`src/shared/ocd_cfg.svh`:
```
/*
 Constants for the display configuration command decoder: opcodes,
 reset values and parameter counts.
 Assumes inclusion by both ends of the link.
*/
// Notes on behaviour
// RULE1: select low is opcode, high is parameter.
// RULE2: opcode A9 leaves partial display mode.
// RULE3: AB bit 0 picks supply, reset 1.
// RULE4: AE sleeps, AF wakes; opcode bit 0.
// RULE5: B1 nibbles set phase one and two.
// RULE6: B3 low nibble divides clock; codes above ten invalid.
// RULE7: B3 high nibble sets oscillator frequency.
// RULE8: B5 sets two aux pin modes, reset 10.
// RULE9: B6 sets second precharge, reset 1000.
// RULE10: B8 takes fifteen gray pulse widths.
// RULE11: Host loads strictly increasing widths, first nonzero.
// RULE12: Host sends 00 after loading table.
// RULE13: Opcode 00 activates loaded gray table.
// RULE14: B9 selects built-in linear gray table.
// RULE15: BB sets precharge voltage, reset 17.
// RULE16: BE sets deselect level, reset 04.
// RULE17: C1 sets contrast current, reset 7f.
// RULE18: C7 sets master scale, reset maximum.
// RULE19: CA sets multiplex ratio N+1, reset 127.
// RULE20: FD bit 2 locks or unlocks, reset 12.
// RULE21: Locked decoder accepts only FD and parameter.
// RULE22: Decoder counts parameters, then awaits opcode.
`ifndef OCD_CFG_SVH
`define OCD_CFG_SVH
`define OCD_OP_GRAY_EN    8'h00
`define OCD_OP_PART_EXIT  8'ha9
`define OCD_OP_SUPPLY     8'hab
`define OCD_OP_SLEEP_ON   8'hae
`define OCD_OP_SLEEP_OFF  8'haf
`define OCD_OP_PHASE      8'hb1
`define OCD_OP_CLKDIV     8'hb3
`define OCD_OP_AUX        8'hb5
`define OCD_OP_PRECH2     8'hb6
`define OCD_OP_GRAY_TBL   8'hb8
`define OCD_OP_GRAY_LIN   8'hb9
`define OCD_OP_PRECH_V    8'hbb
`define OCD_OP_DESEL      8'hbe
`define OCD_OP_CONTRAST   8'hc1
`define OCD_OP_MASTER     8'hc7
`define OCD_OP_MUX        8'hca
`define OCD_OP_LOCK       8'hfd
`define OCD_GRAY_COUNT    4'hf
`define OCD_LOCK_BIT      2
`define OCD_RST_SUPPLY    1'h1
`define OCD_RST_PHASE     8'h00
`define OCD_RST_CLKDIV    8'h00
`define OCD_RST_AUX       2'h2
`define OCD_RST_PRECH2    4'h8
`define OCD_RST_PRECH_V   5'h17
`define OCD_RST_DESEL     4'h4
`define OCD_RST_CONTRAST  8'h7f
`define OCD_RST_MASTER    4'hf
`define OCD_RST_MUX       7'h7f
`define OCD_RST_LOCK      8'h12
`define OCD_MUX_MIN       7'h0f
`define OCD_CLKDIV_MAX    4'ha
`define OCD_LIN_STEP      8'h08
`define OCD_OFS_SEND      8'h00
`define OCD_OFS_STAT      8'h04
`endif

```
`src/shared/ocd_pkg.sv`:
```
/*
 Types shared by both ends of the command link.
 Assumes ocd_cfg.svh is on the include path.
*/
package ocd_pkg;
   typedef logic [7:0] ocd_byte_t;
   typedef enum logic [1:0] {OCD_AUX_IN_OFF, OCD_AUX_IN_ON, OCD_AUX_LOW, OCD_AUX_HIGH} ocd_aux_mode_t;
endpackage

```
`src/shared/ocd_link_if.sv`:
```
/*
 Byte link between host and decoder: one strobe per byte with its
 data/command select. Assumes one clock shared by both ends.
*/
`timescale 1ns/10ps
interface ocd_link_if (input wire logic pclk);
   logic       byte_valid;
   logic       data_sel;
   logic [7:0] byte_data;
   logic       byte_ready;
   modport host   (output byte_valid, output data_sel, output byte_data, input byte_ready);
   modport device (input byte_valid, input data_sel, input byte_data, output byte_ready);
endinterface

```
`src/rtl/ocd_decoder.sv`:
```
/*
 Device end: decodes opcode and parameter bytes into configuration
 outputs. Assumes the host holds each byte until byte_ready.
*/
`timescale 1ns/10ps
`include "ocd_cfg.svh"
module ocd_decoder
   import ocd_pkg::*;
(
   input  wire logic        pclk,                   // Clock.
   input  wire logic        presetn,                // Async reset, active low.
   ocd_link_if.device       link,                   // Link from host.
   output logic             partial_exit_pulse,     // Partial mode left.
   output logic             internal_regulator,     // On-chip supply on.
   output logic             panel_on,               // Awake, panel driven.
   output logic [3:0]       first_phase_length,     // Phase one code.
   output logic [3:0]       second_phase_length,    // Phase two code.
   output logic [3:0]       clock_divide_log2,      // Clock divide power.
   output logic [3:0]       osc_freq_code,          // Oscillator trim.
   output ocd_aux_mode_t    aux_pin_zero,           // Aux pin zero mode.
   output ocd_aux_mode_t    aux_pin_one,            // Aux pin one mode.
   output logic [3:0]       second_precharge,       // Second precharge clocks.
   output logic [4:0]       precharge_level,        // Precharge voltage code.
   output logic [3:0]       common_deselect_level,  // Deselect level code.
   output logic [7:0]       contrast_current,       // Segment current step.
   output logic [3:0]       master_scale,           // Master scale k.
   output logic [6:0]       mux_ratio,              // Rows minus one.
   output logic             cmd_locked,             // Command lock.
   output logic [119:0]     gray_widths,            // Active widths, level 1 low.
   output logic             gray_custom             // Custom table active.
);
   // ----------------------------------------
   // Parameter sequencer
   // ----------------------------------------
   typedef enum {OCD_WAIT_OP, OCD_WAIT_PARAM} ocd_state_t;
   ocd_state_t state_reg;
   logic [7:0] op_reg;
   logic [3:0] left_reg;
   logic [7:0] staged_reg [15];
   logic [7:0] active_reg [15];
   logic [3:0] gidx_reg;
   logic [7:0] lock_reg;
   wire is_op = link.byte_valid && !link.data_sel; // RULE1
   wire is_par = link.byte_valid && link.data_sel; // RULE1
   wire locked = lock_reg[`OCD_LOCK_BIT];
   wire op_ok = is_op && (!locked || link.byte_data == `OCD_OP_LOCK); // RULE21
   wire par_ok = is_par && state_reg == OCD_WAIT_PARAM; // RULE21
   wire [7:0] d = link.byte_data;
   logic [3:0] need;
   always_comb begin
      unique case (d)
         `OCD_OP_GRAY_TBL: need = `OCD_GRAY_COUNT; // RULE10
         `OCD_OP_SUPPLY, `OCD_OP_PHASE, `OCD_OP_CLKDIV, `OCD_OP_AUX, `OCD_OP_PRECH2,
         `OCD_OP_PRECH_V, `OCD_OP_DESEL, `OCD_OP_CONTRAST, `OCD_OP_MASTER, `OCD_OP_MUX,
         `OCD_OP_LOCK: need = 4'h1;
         default: need = 4'h0;
      endcase
   end
   wire par_last = par_ok && left_reg == 4'h1;
   assign link.byte_ready = 1'b1;
   assign cmd_locked = locked;
   always_ff @(posedge pclk or negedge presetn) begin
      if (!presetn) begin
         state_reg <= OCD_WAIT_OP;
         op_reg    <= 8'h00;
         left_reg  <= 4'h0;
         gidx_reg  <= 4'h0;
      end else if (op_ok) begin
         op_reg    <= d;
         left_reg  <= need;
         gidx_reg  <= 4'h0;
         state_reg <= (need != 4'h0) ? OCD_WAIT_PARAM : OCD_WAIT_OP; // RULE22
      end else if (par_ok) begin
         left_reg  <= left_reg - 4'h1;
         gidx_reg  <= gidx_reg + 4'h1;
         if (par_last) state_reg <= OCD_WAIT_OP; // RULE22
      end
   end
   // ----------------------------------------
   // Single-byte opcodes
   // ----------------------------------------
   wire op_part_exit = op_ok && d == `OCD_OP_PART_EXIT;
   wire op_sleep     = op_ok && d[7:1] == 7'(`OCD_OP_SLEEP_ON >> 1);
   wire op_gray_en   = op_ok && d == `OCD_OP_GRAY_EN;
   wire op_gray_lin  = op_ok && d == `OCD_OP_GRAY_LIN;
   always_ff @(posedge pclk or negedge presetn) begin
      if (!presetn) begin
         partial_exit_pulse <= 1'b0;
         panel_on           <= 1'b0;
         gray_custom        <= 1'b0;
      end else begin
         partial_exit_pulse <= op_part_exit; // RULE2
         if (op_sleep) panel_on <= d[0]; // RULE4
         if (op_gray_en) gray_custom <= 1'b1; // RULE13
         if (op_gray_lin) gray_custom <= 1'b0; // RULE14
      end
   end
   // ----------------------------------------
   // Parameter registers
   // ----------------------------------------
   wire [7:0] op           = op_reg;
   wire       par_supply   = par_ok && op == `OCD_OP_SUPPLY;
   wire       par_phase    = par_ok && op == `OCD_OP_PHASE;
   wire       par_clkdiv   = par_ok && op == `OCD_OP_CLKDIV;
   wire       par_aux      = par_ok && op == `OCD_OP_AUX;
   wire       par_prech2   = par_ok && op == `OCD_OP_PRECH2;
   wire       par_prech_v  = par_ok && op == `OCD_OP_PRECH_V;
   wire       par_desel    = par_ok && op == `OCD_OP_DESEL;
   wire       par_contrast = par_ok && op == `OCD_OP_CONTRAST;
   wire       par_master   = par_ok && op == `OCD_OP_MASTER;
   wire       par_mux      = par_ok && op == `OCD_OP_MUX;
   wire       par_lock     = par_ok && op == `OCD_OP_LOCK;
   wire       par_gray     = par_ok && op == `OCD_OP_GRAY_TBL;
   wire       div_valid    = d[3:0] <= `OCD_CLKDIV_MAX; // RULE6
   wire       mux_valid    = d[6:0] >= `OCD_MUX_MIN; // RULE19
   // ----------------------------------------
   // One register per setting
   // ----------------------------------------
   always_ff @(posedge pclk or negedge presetn) begin
      if (!presetn) begin
         internal_regulator <= `OCD_RST_SUPPLY;
      end else if (par_supply) begin
         internal_regulator <= d[0]; // RULE3
      end
   end
   always_ff @(posedge pclk or negedge presetn) begin
      if (!presetn) begin
         {second_phase_length, first_phase_length} <= `OCD_RST_PHASE;
      end else if (par_phase) begin
         {second_phase_length, first_phase_length} <= d; // RULE5
      end
   end
   always_ff @(posedge pclk or negedge presetn) begin
      if (!presetn) begin
         {osc_freq_code, clock_divide_log2} <= `OCD_RST_CLKDIV;
      end else if (par_clkdiv) begin
         osc_freq_code <= d[7:4]; // RULE7
         if (div_valid) clock_divide_log2 <= d[3:0]; // RULE6
      end
   end
   always_ff @(posedge pclk or negedge presetn) begin
      if (!presetn) begin
         aux_pin_zero <= ocd_aux_mode_t'(`OCD_RST_AUX);
         aux_pin_one  <= ocd_aux_mode_t'(`OCD_RST_AUX);
      end else if (par_aux) begin
         aux_pin_zero <= ocd_aux_mode_t'(d[1:0]); // RULE8
         aux_pin_one  <= ocd_aux_mode_t'(d[3:2]); // RULE8
      end
   end
   always_ff @(posedge pclk or negedge presetn) begin
      if (!presetn) begin
         second_precharge <= `OCD_RST_PRECH2;
      end else if (par_prech2) begin
         second_precharge <= d[3:0]; // RULE9
      end
   end
   always_ff @(posedge pclk or negedge presetn) begin
      if (!presetn) begin
         precharge_level <= `OCD_RST_PRECH_V;
      end else if (par_prech_v) begin
         precharge_level <= d[4:0]; // RULE15
      end
   end
   always_ff @(posedge pclk or negedge presetn) begin
      if (!presetn) begin
         common_deselect_level <= `OCD_RST_DESEL;
      end else if (par_desel) begin
         common_deselect_level <= d[3:0]; // RULE16
      end
   end
   always_ff @(posedge pclk or negedge presetn) begin
      if (!presetn) begin
         contrast_current <= `OCD_RST_CONTRAST;
      end else if (par_contrast) begin
         contrast_current <= d; // RULE17
      end
   end
   always_ff @(posedge pclk or negedge presetn) begin
      if (!presetn) begin
         master_scale <= `OCD_RST_MASTER;
      end else if (par_master) begin
         master_scale <= d[3:0]; // RULE18
      end
   end
   always_ff @(posedge pclk or negedge presetn) begin
      if (!presetn) begin
         mux_ratio <= `OCD_RST_MUX;
      end else if (par_mux && mux_valid) begin
         mux_ratio <= d[6:0]; // RULE19
      end
   end
   always_ff @(posedge pclk or negedge presetn) begin
      if (!presetn) begin
         lock_reg <= `OCD_RST_LOCK;
      end else if (par_lock) begin
         lock_reg <= d; // RULE20
      end
   end
   // ----------------------------------------
   // Gray table: staged on load, copied on enable
   // ----------------------------------------
   genvar g;
   for (g = 0; g < 15; g++) begin : gray
      always_ff @(posedge pclk or negedge presetn) begin
         if (!presetn) begin
            staged_reg[g] <= 8'h00;
            active_reg[g] <= 8'(g * `OCD_LIN_STEP);
         end else begin
            if (par_gray && gidx_reg == 4'(g)) staged_reg[g] <= d; // RULE10
            // The shown width is a flip-flop: staged table on enable, ramp on default.
            if (op_gray_en) active_reg[g] <= staged_reg[g]; // RULE13
            else if (op_gray_lin) active_reg[g] <= 8'(g * `OCD_LIN_STEP); // RULE14
         end
      end
      assign gray_widths[8*g +: 8] = active_reg[g];
   end
endmodule

```
`src/flat_wrapper.sv`:
```
// flat-port wrapper written by rule: the top's interface ports become plain ports
module ocd_decoder_flat import ocd_pkg::*;
  (pclk, presetn, partial_exit_pulse, internal_regulator, panel_on, first_phase_length, second_phase_length, clock_divide_log2, osc_freq_code, aux_pin_zero, aux_pin_one, second_precharge, precharge_level, common_deselect_level, contrast_current, master_scale, mux_ratio, cmd_locked, gray_widths, gray_custom, link_byte_valid, link_data_sel, link_byte_data, link_byte_ready);
  ocd_link_if link_i (.pclk(pclk));
  input  wire logic pclk;
  input  wire logic presetn;
  output logic partial_exit_pulse;
  output logic internal_regulator;
  output logic panel_on;
  output logic [3:0] first_phase_length;
  output logic [3:0] second_phase_length;
  output logic [3:0] clock_divide_log2;
  output logic [3:0] osc_freq_code;
  output ocd_aux_mode_t aux_pin_zero;
  output ocd_aux_mode_t aux_pin_one;
  output logic [3:0] second_precharge;
  output logic [4:0] precharge_level;
  output logic [3:0] common_deselect_level;
  output logic [7:0] contrast_current;
  output logic [3:0] master_scale;
  output logic [6:0] mux_ratio;
  output logic cmd_locked;
  output logic [119:0] gray_widths;
  output logic gray_custom;
  input wire logic [$bits(link_i.byte_valid)-1:0] link_byte_valid;
  input wire logic [$bits(link_i.data_sel)-1:0] link_data_sel;
  input wire logic [$bits(link_i.byte_data)-1:0] link_byte_data;
  output wire logic [$bits(link_i.byte_ready)-1:0] link_byte_ready;
  assign link_i.byte_valid = link_byte_valid;
  assign link_i.data_sel = link_data_sel;
  assign link_i.byte_data = link_byte_data;
  assign link_byte_ready = link_i.byte_ready;
  ocd_decoder u_core (.pclk(pclk), .presetn(presetn), .link(link_i), .partial_exit_pulse(partial_exit_pulse), .internal_regulator(internal_regulator), .panel_on(panel_on), .first_phase_length(first_phase_length), .second_phase_length(second_phase_length), .clock_divide_log2(clock_divide_log2), .osc_freq_code(osc_freq_code), .aux_pin_zero(aux_pin_zero), .aux_pin_one(aux_pin_one), .second_precharge(second_precharge), .precharge_level(precharge_level), .common_deselect_level(common_deselect_level), .contrast_current(contrast_current), .master_scale(master_scale), .mux_ratio(mux_ratio), .cmd_locked(cmd_locked), .gray_widths(gray_widths), .gray_custom(gray_custom));
endmodule
```
`config.mk`:
```
export PLATFORM = sky130hd
export DESIGN_NAME = ocd_decoder_flat
export DESIGN_NICKNAME = d
export VERILOG_FILES = /design/src/shared/ocd_pkg.sv /design/src/shared/ocd_link_if.sv /design/src/rtl/ocd_decoder.sv /design/src/flat_wrapper.sv
export VERILOG_INCLUDE_DIRS = /design/src /design/src/shared
export SDC_FILE = /design/constraint.sdc
export NUM_CORES = 1
export LEC_CHECK = 0
export BUFFER_PORTS_ARGS = -buffer_cell sky130_fd_sc_hd__buf_4
export CAP_MARGIN = 0
export CORE_UTILIZATION = 57
export CTS_BUF_LIST = sky130_fd_sc_hd__clkbuf_4 sky130_fd_sc_hd__clkbuf_8 sky130_fd_sc_hd__clkbuf_16
export CTS_CLUSTER_SIZE = 16
export DETAILED_ROUTE_END_ITERATION = 10
export PLACE_DENSITY = 0.79
export SYNTH_ARGS = -nofsm -noshare
export SYNTH_HDL_FRONTEND = slang
export SYNTH_SLANG_ARGS = --single-unit
```
`constraint.sdc`:
```
create_clock -name pclk -period 2.45 [get_ports pclk]
set_clock_uncertainty 0.05 [all_clocks]
set_input_delay 0.49 -clock pclk [delete_from_list [all_inputs] [get_ports pclk]]
set_output_delay 0.49 -clock pclk [all_outputs]
set_load 0.1 [all_outputs]
```
==> After elaboration in Yosys (flattened, before gate mapping) <==
Index checks and enable logic that the tools add are counted.
{ "totals": {"out_inout_bits": 178, "wordCells": 188, "regBits": 347, "in_bits": 12} }
{ "op_classes": {"n_eq_ne": 43, "muxes": 41, "add_sub_neg": 2, "magnitude_cmp": 2, "reduce_logical": 49} }
{ "op_table": {"columns": ["cell", "n"], "rows": [
  ["8-bit 2-to-1 mux", 30],
  ["8-bit equality test, second input constant", 26],
  ["32-bit 2-to-1 mux", 3],
  ["1-bit logical AND", 37],
  ["32-bit by 2-bit equality test with 1-bit output, second input constant", 1],
  ["4-bit equality test, second input constant", 7],
  ["4-bit by 3-bit equality test with 1-bit output, second input constant", 4],
  ["4-bit 2-to-1 mux", 4],
  ["11-bit OR reduction", 1],
  ["4-bit by 1-bit equality test with 1-bit output, second input constant", 2],
  ["4-bit by 2-bit equality test with 1-bit output, second input constant", 2],
  ["8-bit zero test", 1],
  ["4-bit case mux with 2 select lines", 1],
  ["7-bit equality test, second input constant", 1],
  ["7-bit by 4-bit greater-or-equal comparator with 1-bit output, second input constant", 1],
  ["2-bit nonzero test", 3],
  ["4-bit by 1-bit adder with 4-bit output, second input constant", 1],
  ["4-bit <= comparator, second input constant", 1],
  ["4-bit zero test", 1],
  ["2-bit AND reduction", 2],
  ["4-bit nonzero test", 1],
  ["4-bit by 1-bit subtractor with 4-bit output, second input constant", 1],
  ["1-bit 2-to-1 mux", 3],
  ["1-bit zero test", 2],
  ["1-bit logical OR", 1]
]} }

==> Longest topological paths before layout <==
Gate-level depths: netlist of the first run.
{ "logic_depth": {"ltp_word": 6, "mapped_depth": 8, "mapped_depth_nobuf": 6} }

==> Worst setup path before layout of the first run <==
No wires, ideal clock.
{ "synth_timing": {"kind": "flip-flop to flip-flop", "start": "register u_core.lock_reg[2]", "end": "register u_core.active_reg, in the netlist u_core.gray_widths[0]", "path_stages_with_launch": 6, "setup_time_ns": 0.080, "slack_ns": 0.268, "n_path_buf": 3, "arrival_ns": 2.052, "cell_sequence": "dfrtp_1 -> a211o_1 -> clkbuf_1 -> clkbuf_1 -> buf_2 -> mux2i_1"} }
{ "synth_between": {"elab_chain_cells": 5, "word_cells_on_any_way": 7, "classes_between": "mux (1); reduce/logical (6)"} }
{ "synth_rtl": {"columns": ["item", "line_no", "text"], "rows": [
  ["from (decl)", "ocd_decoder.sv:42", "logic [7:0] lock_reg;"],
  ["from (signal assigned)", "ocd_decoder.sv:194", "lock_reg <= `OCD_RST_LOCK;"],
  ["1-bit zero test (*)", "ocd_decoder.sv:46", "wire op_ok = is_op && (!locked || link.byte_data == `OCD_OP_LOCK);"],
  ["1-bit logical OR (no line) (*)", null, null],
  ["1-bit logical AND (*)", "ocd_decoder.sv:46", null],
  ["1-bit logical AND (no line)", null, null],
  ["8-bit 2-to-1 mux / 2-bit nonzero test (equally long branches)", null, null],
  ["to (signal, indexed assignment)", "ocd_decoder.sv:207", "active_reg[g] <= 8'(g * `OCD_LIN_STEP);"],
  ["to (signal, indexed assignment)", "ocd_decoder.sv:211", "if (op_gray_en) active_reg[g] <= staged_reg[g];"],
  ["to (signal, indexed assignment)", "ocd_decoder.sv:212", "else if (op_gray_lin) active_reg[g] <= 8'(g * `OCD_LIN_STEP);"],
  ["to (decl)", "ocd_decoder.sv:40", "logic [7:0] active_reg [15];"]
]} }
Every way passes the cells marked *; elsewhere a longest branch is shown, timed or not.
A chain may end at the register's enable or synchronous reset.

==> Final worst setup path of the first run <==
{ "layout_timing": {"start": "register u_core.op_reg[4], in the netlist u_core.op[4]", "end": "register u_core.staged_reg[45] (netlist name)"} }
{ "layout_between": {"elab_chain_cells": 3} }
{ "layout_rtl": {"columns": ["item", "line_no", "text"], "rows": [
  ["from (decl)", "ocd_decoder.sv:37", "logic [7:0] op_reg;"],
  ["from (signal assigned)", "ocd_decoder.sv:65", "op_reg <= 8'h00;"],
  ["from (signal assigned)", "ocd_decoder.sv:69", "op_reg <= d;"],
  ["8-bit equality test (no line)", null, null],
  ["1-bit logical AND (no line)", null, null],
  ["1-bit logical AND", "ocd_decoder.sv:209", "if (par_gray && gidx_reg == 4'(g)) staged_reg[g] <= d;"],
  ["to (signal, indexed assignment)", "ocd_decoder.sv:206", "staged_reg[g] <= 8'h00;"],
  ["to (signal, indexed assignment)", "ocd_decoder.sv:209", null],
  ["to (decl)", "ocd_decoder.sv:39", "logic [7:0] staged_reg [15];"]
]} }
Every way passes these cells.

==> run summary, run 1 <==
Core area: 22,920 µm²
Slew margin rel.: 0.5842
Avg WL per Cell: 19.15 µm
IO Port Bufs: 188
Most common cell after layout, fill and taps aside: dfrtp_1
Final WS setup: 0.1618 ns
Synthesis Warnings: 0
Gate Count Post-Synth: 1,053
Die footprint: 24,310 µm²
Crit Path Class: register to register
Final #Nets: 1,268
Worst-path maximum fanout: 12
Worst Path Arrival: 2.62 ns
FF+latch count, synth: 314
# H-tree levels: 2
Vias in the first global route: 8,829
CTS Buf Count: 34
Setup TNS: 0 ns
Share of layout cells above drive strength 1: 0.4342
Total gr overflow: 0
Clock transition at the registers of the reported paths: 0.06 ns
Reg area: 7926 µm²
I/O pins: 190
Clock Tree Root: clkbuf_16
Startpoint Class: register
Initial Util: 0.5893
CP Cell Sequence: and2_1 > nand2_4 > or4_1 > mux2_2
Max-Cap Viols: 0
Via Count: 8,543
Post-DRT Antenna Nets: 0
Fillcell total: 1,601
Total leakage power: 8.911 nW
Antenna cells: 0
Clock latency at the later pin of the worst-skew pair: 0.51 ns
Vias per Instance: 5.376
Buf/Inv on CP: 0
Total wire length: 30,430 µm
Period utilisation layout: 0.9340
Worst-Margin Slew: 0.6237 ns
FMAX: 437.0 MHz
Mean Syn Cell Area: 12.82 µm²
Die X: 155.9 µm
CTS tree: built
Cell Area, Placed: 15,450 µm²
Top FF cell, synth: dfrtp_1
Detailed Place HPWL: 19,730 µm
Mapped cell area: 13,500 µm²
CP top delay family: simple AND/OR/NAND/NOR gates
Status: complete, no violations
Largest net degree at the start of global routing: 122
CTS Buffer Depth: 3
EDFF count, synth: 0
Final Critical Period: 2.288 ns
Max incr delay on CP: 0.83 ns
First-pass GRT wire length: 48,510 µm
Final setup vio count: 0
RSZ-0062 raised after global routing: false
Initial antenna violation count: 0
Drt pass-1 iters: 7
Fin. max-slew vios: 0
Placer Congestion: 0.8815
Critical path's slowest cell: or4_1
Worst Hold Class: input pin to register
Critical path capture point type: register
DR iter-0 viols: 458
DRC: 0
Area growth syn-to-layout: 23.26%
Std-Cell Rows: 55
CP required: 2.78 ns
Fin area: 16,640 µm²
Dpl ws: 0.09162 ns
Commonest non-fill, non-tap cells in the layout: 259 x dfrtp_1, 223 x buf_4, 172 x mux2_2
Footprint of the multi-input gates: 4896 µm²
Die height: 155.9 µm
Hold-critical path depth: 2
Maximum VDD drop: 656.3 µV
Worst path depth: 4
Async SR Flop Fraction: 1.000
Tot Pwr: 0.01134 W
Post-CTS Setup Inserts: 0
P per Cell Area: 681.0 nW/µm²
All-Layer GR Usage: 0.2602
Syn Nets: 1,071
Reg2Reg Depth: 4
Final hold violations: 0
Sequential area share after synthesis: 0.5870
Sinks on Clock Net: 314
Yosys cell types: 52
-- final cells by class --
cell class              instances  share of cell area
clock buffers                  51             0.06420
well taps                     313             0.02353
flip-flops and latches        314              0.4762
multi-input cells             568              0.2941
inverters                      98             0.02210
repair buffers                234              0.1129
clock inverters                11            0.006916
-- cells by family after synthesis --
group,after synthesis,share of synthesized area
other cells,1,0.0002777
simple gates,226,0.09108
flops,314,0.5870
fa+ha+maj,6,0.005559
compound gates,27,0.01214
mux,303,0.2496
xor+xnor,5,0.003243
buf+inv,171,0.05114
-- worst register-to-register path, cell delays in order, from the launching register on --
cell and delay [ns]:
dfrtp_1 0.43, and2_1 0.33, nand2_4 0.14, or4_1 0.83, mux2_2 0.39
-- synth_stat cells, types with 9 or more instances --
cell      number  share of area
a21oi_1        9         0.0033
buf_2         18         0.0067
clkbuf_1      48          0.013
dfrtp_1      259           0.48
dfstp_2       55           0.11
inv_1         98          0.027
mux2_2       172           0.14
mux2_4        24          0.027
mux2i_1      105          0.078
nand2_1      105          0.029
nand2b_1      36          0.017
nand4_1       10         0.0046
nor2_1        10         0.0028
-- power by group --
| part | internal [W] | leakage [nW] | total (W) | switching [W] |
|---|---|---|---|---|
| logic | 0.000194 | 4.21 | 0.000765 | 0.000570 |
| clock network | 0.00324 | 0.584 | 0.00524 | 0.00200 |
| registers | 0.00527 | 4.12 | 0.00533 | 0.0000606 |
| total | 0.00871 | 8.91 | 0.0113 | 0.00263 |
-- through the flow --
step / cells / hold slack, ns / utilization
2_1_floorplan: 1053 / 0.1444 / -
3_3_place_gp: 1526 / 0.4099 / 0.6743
3_5_place_dp: 1526 / 0.4109 / 0.6743
4_1_cts: 1589 / 0.2161 / 0.7263
5_1_grt: 1589 / 0.2341 / 0.7263
6_report: 1589 / 0.2335 / 0.7263
-- per-layer routing --
layer / vias up / GRT usage / part of all wire
met5: - / 0 / 0
li1: 3915 / - / -
met1: 4363 / 0.3628 / 0.44
met4: 0 / 0.08263 / 0.021
met3: 52 / 0.03417 / 0.042
met2: 213 / 0.4256 / 0.50
-- final timing paths --
check                                                  to  slack (ns)                   from
worst max register to register      u_core.staged_reg[45]        0.16           u_core.op[4]
max in group asynchronous       u_core.precharge_level[0]        1.15                presetn
worst min-delay path                      u_core.panel_on        0.23      link_byte_data[0]
worst max-delay path                u_core.staged_reg[45]        0.16           u_core.op[4]
worst min register to register      u_core.staged_reg[62]        0.44  u_core.staged_reg[62]
min in group asynchronous           u_core.staged_reg[69]        0.46                presetn
-- what timing repair did --
action                                  4_1_cts  5_1_grt
resized for setup                             0        0
endpoints found under the setup margin        0        0
hold buffers                                  1        0
endpoints found under the hold margin        26        0
No activity file was read; power rests on OpenSTA's default activity.
==> run 2: changes to the inputs <==
==> constraint.sdc (replaced) <==
create_clock -name pclk -period 2.25 [get_ports pclk]
set_clock_uncertainty 0.05 [all_clocks]
set_input_delay 0.45 -clock pclk [delete_from_list [all_inputs] [get_ports pclk]]
set_output_delay 0.45 -clock pclk [all_outputs]
set_load 0.1 [all_outputs]
==> run 2 against run 1 <==
  * Sequential power rose by 8.6%
  * Clock power barely moved
  * Combinational power rose by 16%
  * Critical path type unchanged
  * Routed wire length rose by 0.71%
  * Core utilization rose by 0.56 points
  * Flip-flop and latch count did not move
  * Register-to-register slack got worse by 0.05 ns
  * Global-route usage fell by 0.12 points
  * Largest power group unchanged
  * Total power rose by 5.0%
==> run summary, run 2 (same netlist as run 1, synthesis figures left out) <==
Clock latency at the later pin of the worst-skew pair: 0.55 ns (was 0.51 ns)
Worst Hold Class: input pin to register (unchanged)
DRC: 0 (unchanged)
Fin area: 16,770 µm² (was 16,640 µm²)
Post-layout util: 0.7320 (was 0.7263)
Critical path capture point type: register (unchanged)
Cell Area, Placed: 15,690 µm² (was 15,450 µm²)
Final #Nets: 1,285 (was 1,268)
Clock transition at the registers of the reported paths: 0.06 ns (about the same)
CTS Buf Count: 31 (was 34)
Total gr overflow: 0 (unchanged)
Critical path's slowest cell: or4_1 (unchanged)
Max-Cap Viols: 0 (unchanged)
CTS tree: built (unchanged)
Core area: 22,920 µm² (unchanged)
Die X: 155.9 µm (unchanged)
CP Cell Sequence: and4_1 > nand2_4 > or4_1 > mux2_2 (was and2_1 > nand2_4 > or4_1 > mux2_2)
Final Critical Period: 2.138 ns (was 2.288 ns)
Antenna cells: 0 (unchanged)
Worst Path Arrival: 2.51 ns (was 2.62 ns)
Share of layout cells above drive strength 1: 0.4420 (was 0.4342)
FMAX: 467.7 MHz (was 437.0 MHz)
Via Count: 8,620 (was 8,543)
CTS Buffer Depth: 3 (unchanged)
Drt pass-1 iters: 5 (was 7)
Area growth syn-to-layout: 24.21% (was 23.26%)
First-pass GRT wire length: 48,430 µm (was 48,510 µm)
Total wire length: 30,650 µm (was 30,430 µm)
Slew margin rel.: 0.5711 (was 0.5842)
Fin. max-slew vios: 0 (unchanged)
Met1 Usage GRT: 0.3591 (was 0.3628)
Startpoint Class: register (unchanged)
Avg WL per Cell: 19.09 µm (was 19.15 µm)
Vias in the first global route: 8,845 (was 8,829)
Post-CTS Setup Inserts: 0 (unchanged)
Total leakage power: 8.997 nW (was 8.911 nW)
Worst-Margin Slew: 0.6426 ns (was 0.6237 ns)
I/O pins: 190 (unchanged)
Placer Congestion: 0.8554 (was 0.8815)
Final hold violations: 0 (unchanged)
Final WS setup: 0.1118 ns (was 0.1618 ns)
Initial antenna violation count: 0 (unchanged)
M2 GR Usage: 0.4358 (was 0.4256)
Most common cell after layout, fill and taps aside: dfrtp_1 (unchanged)
Detailed Place HPWL: 20,410 µm (was 19,730 µm)
Setup TNS: 0 ns (unchanged)
Die footprint: 24,310 µm² (unchanged)
Dpl ws: 0.01166 ns (was 0.09162 ns)
P per Cell Area: 709.6 nW/µm² (was 681.0 nW/µm²)
Period utilisation layout: 0.9503 (was 0.9340)
Crit Path Class: register to register (unchanged)
RSZ-0062 raised after global routing: false (unchanged)
# H-tree levels: 1 (was 2)
Initial Util: 0.5893 (unchanged)
Sinks on Clock Net: 314 (unchanged)
Clock Tree Root: clkbuf_16 (unchanged)
Maximum VDD drop: 571.7 µV (was 656.3 µV)
Vias per Instance: 5.371 (was 5.376)
Largest net degree at the start of global routing: 66 (was 122)
Final setup vio count: 0 (unchanged)
Worst-path maximum fanout: 14 (was 12)
Post-DRT Antenna Nets: 0 (unchanged)
Die height: 155.9 µm (unchanged)
IO Port Bufs: 188 (unchanged)
Std-Cell Rows: 55 (unchanged)
Status: complete, no violations (unchanged)
DR iter-0 viols: 396 (was 458)
Busiest grt layer: met2 (unchanged)
Max incr delay on CP: 0.76 ns (was 0.83 ns)
CP required: 2.62 ns (was 2.78 ns)
Grt met3 use: 0.02944 (was 0.03417)
All-Layer GR Usage: 0.2590 (was 0.2602)
Commonest non-fill, non-tap cells in the layout: 259 x dfrtp_1, 236 x buf_4, 172 x mux2_2 (was 259 x dfrtp_1, 223 x buf_4, 172 x mux2_2)
-- run 2: changes by cell type in the layout (fill, tap and decap cells not counted), sizes merged --
| cell | change |
|---|---|
| buf | +20 |
| bufinv | -1 |
| clkbuf | -3 |
| clkinv | +2 |
| clkinvlp | -3 |
| inv | +1 |
-- run 2: repair_timing --
action | in CTS | in global routing
resized for setup | 0 | 1
hold endpoints to repair | 40 | 0
hold buffers | 1 | 0
endpoints found under the setup margin | 0 | 2
-- run 2: critical path: cells and delay by family (launching register included) --
kind	cells	cell delay, ns
simple gates	3	1.19
flops	1	0.40
mux	1	0.36
-- run 2: area by class of cell --
type	instances	area, µm²
clock buffer	48	984.7
timing repair buffer	254	2117
inverter	98	367.9
fill	1571	6142
tap	313	391.6
multi-input combinational	568	4901
clock inverter	10	85.08
sequential	314	7926
-- run 2: worst paths after layout --
check | from | to | slack (ns) | cells after the start
max in group asynchronous | presetn | u_core.second_precharge[3] | 0.94 | 3
worst max register to register | u_core.state_reg[0] | u_core.staged_reg[80] | 0.11 | 4
min in group asynchronous | presetn | u_core.precharge_level[3] | 0.43 | 2
worst min-delay path | link_byte_data[2] | u_core.lock_reg[2] | 0.16 | 2
worst min register to register | u_core.staged_reg[62] | u_core.staged_reg[62] | 0.45 | 1
worst max-delay path | u_core.state_reg[0] | u_core.staged_reg[80] | 0.11 | 4
-- run 2: power breakdown --
part / internal (W) / leakage (nW) / switching, W / total, W
registers: 0.00574 / 4.12 / 0.0000535 / 0.00579
logic: 0.000242 / 4.34 / 0.000646 / 0.000887
clock network: 0.00312 / 0.540 / 0.00211 / 0.00522
-- run 2: layer usage --
metal / vias to the layer above / share of wire
li1: 3946 / -
met1: 4407 / 0.44
met2: 225 / 0.50
met3: 42 / 0.042
met4: 0 / 0.020
met5: - / 0
-- run 2: through the flow --
step / power, W / hold slack, ns / std cells
after global routing: 0.01228 / 0.1551 / 1605
after global placement: 0.006763 / 0.4187 / 1546
after CTS: 0.01199 / 0.1473 / 1605
after detailed placement: 0.006780 / 0.4237 / 1546
after floorplan: 0.006409 / 0.1044 / 1053
final: 0.01190 / 0.1606 / 1605
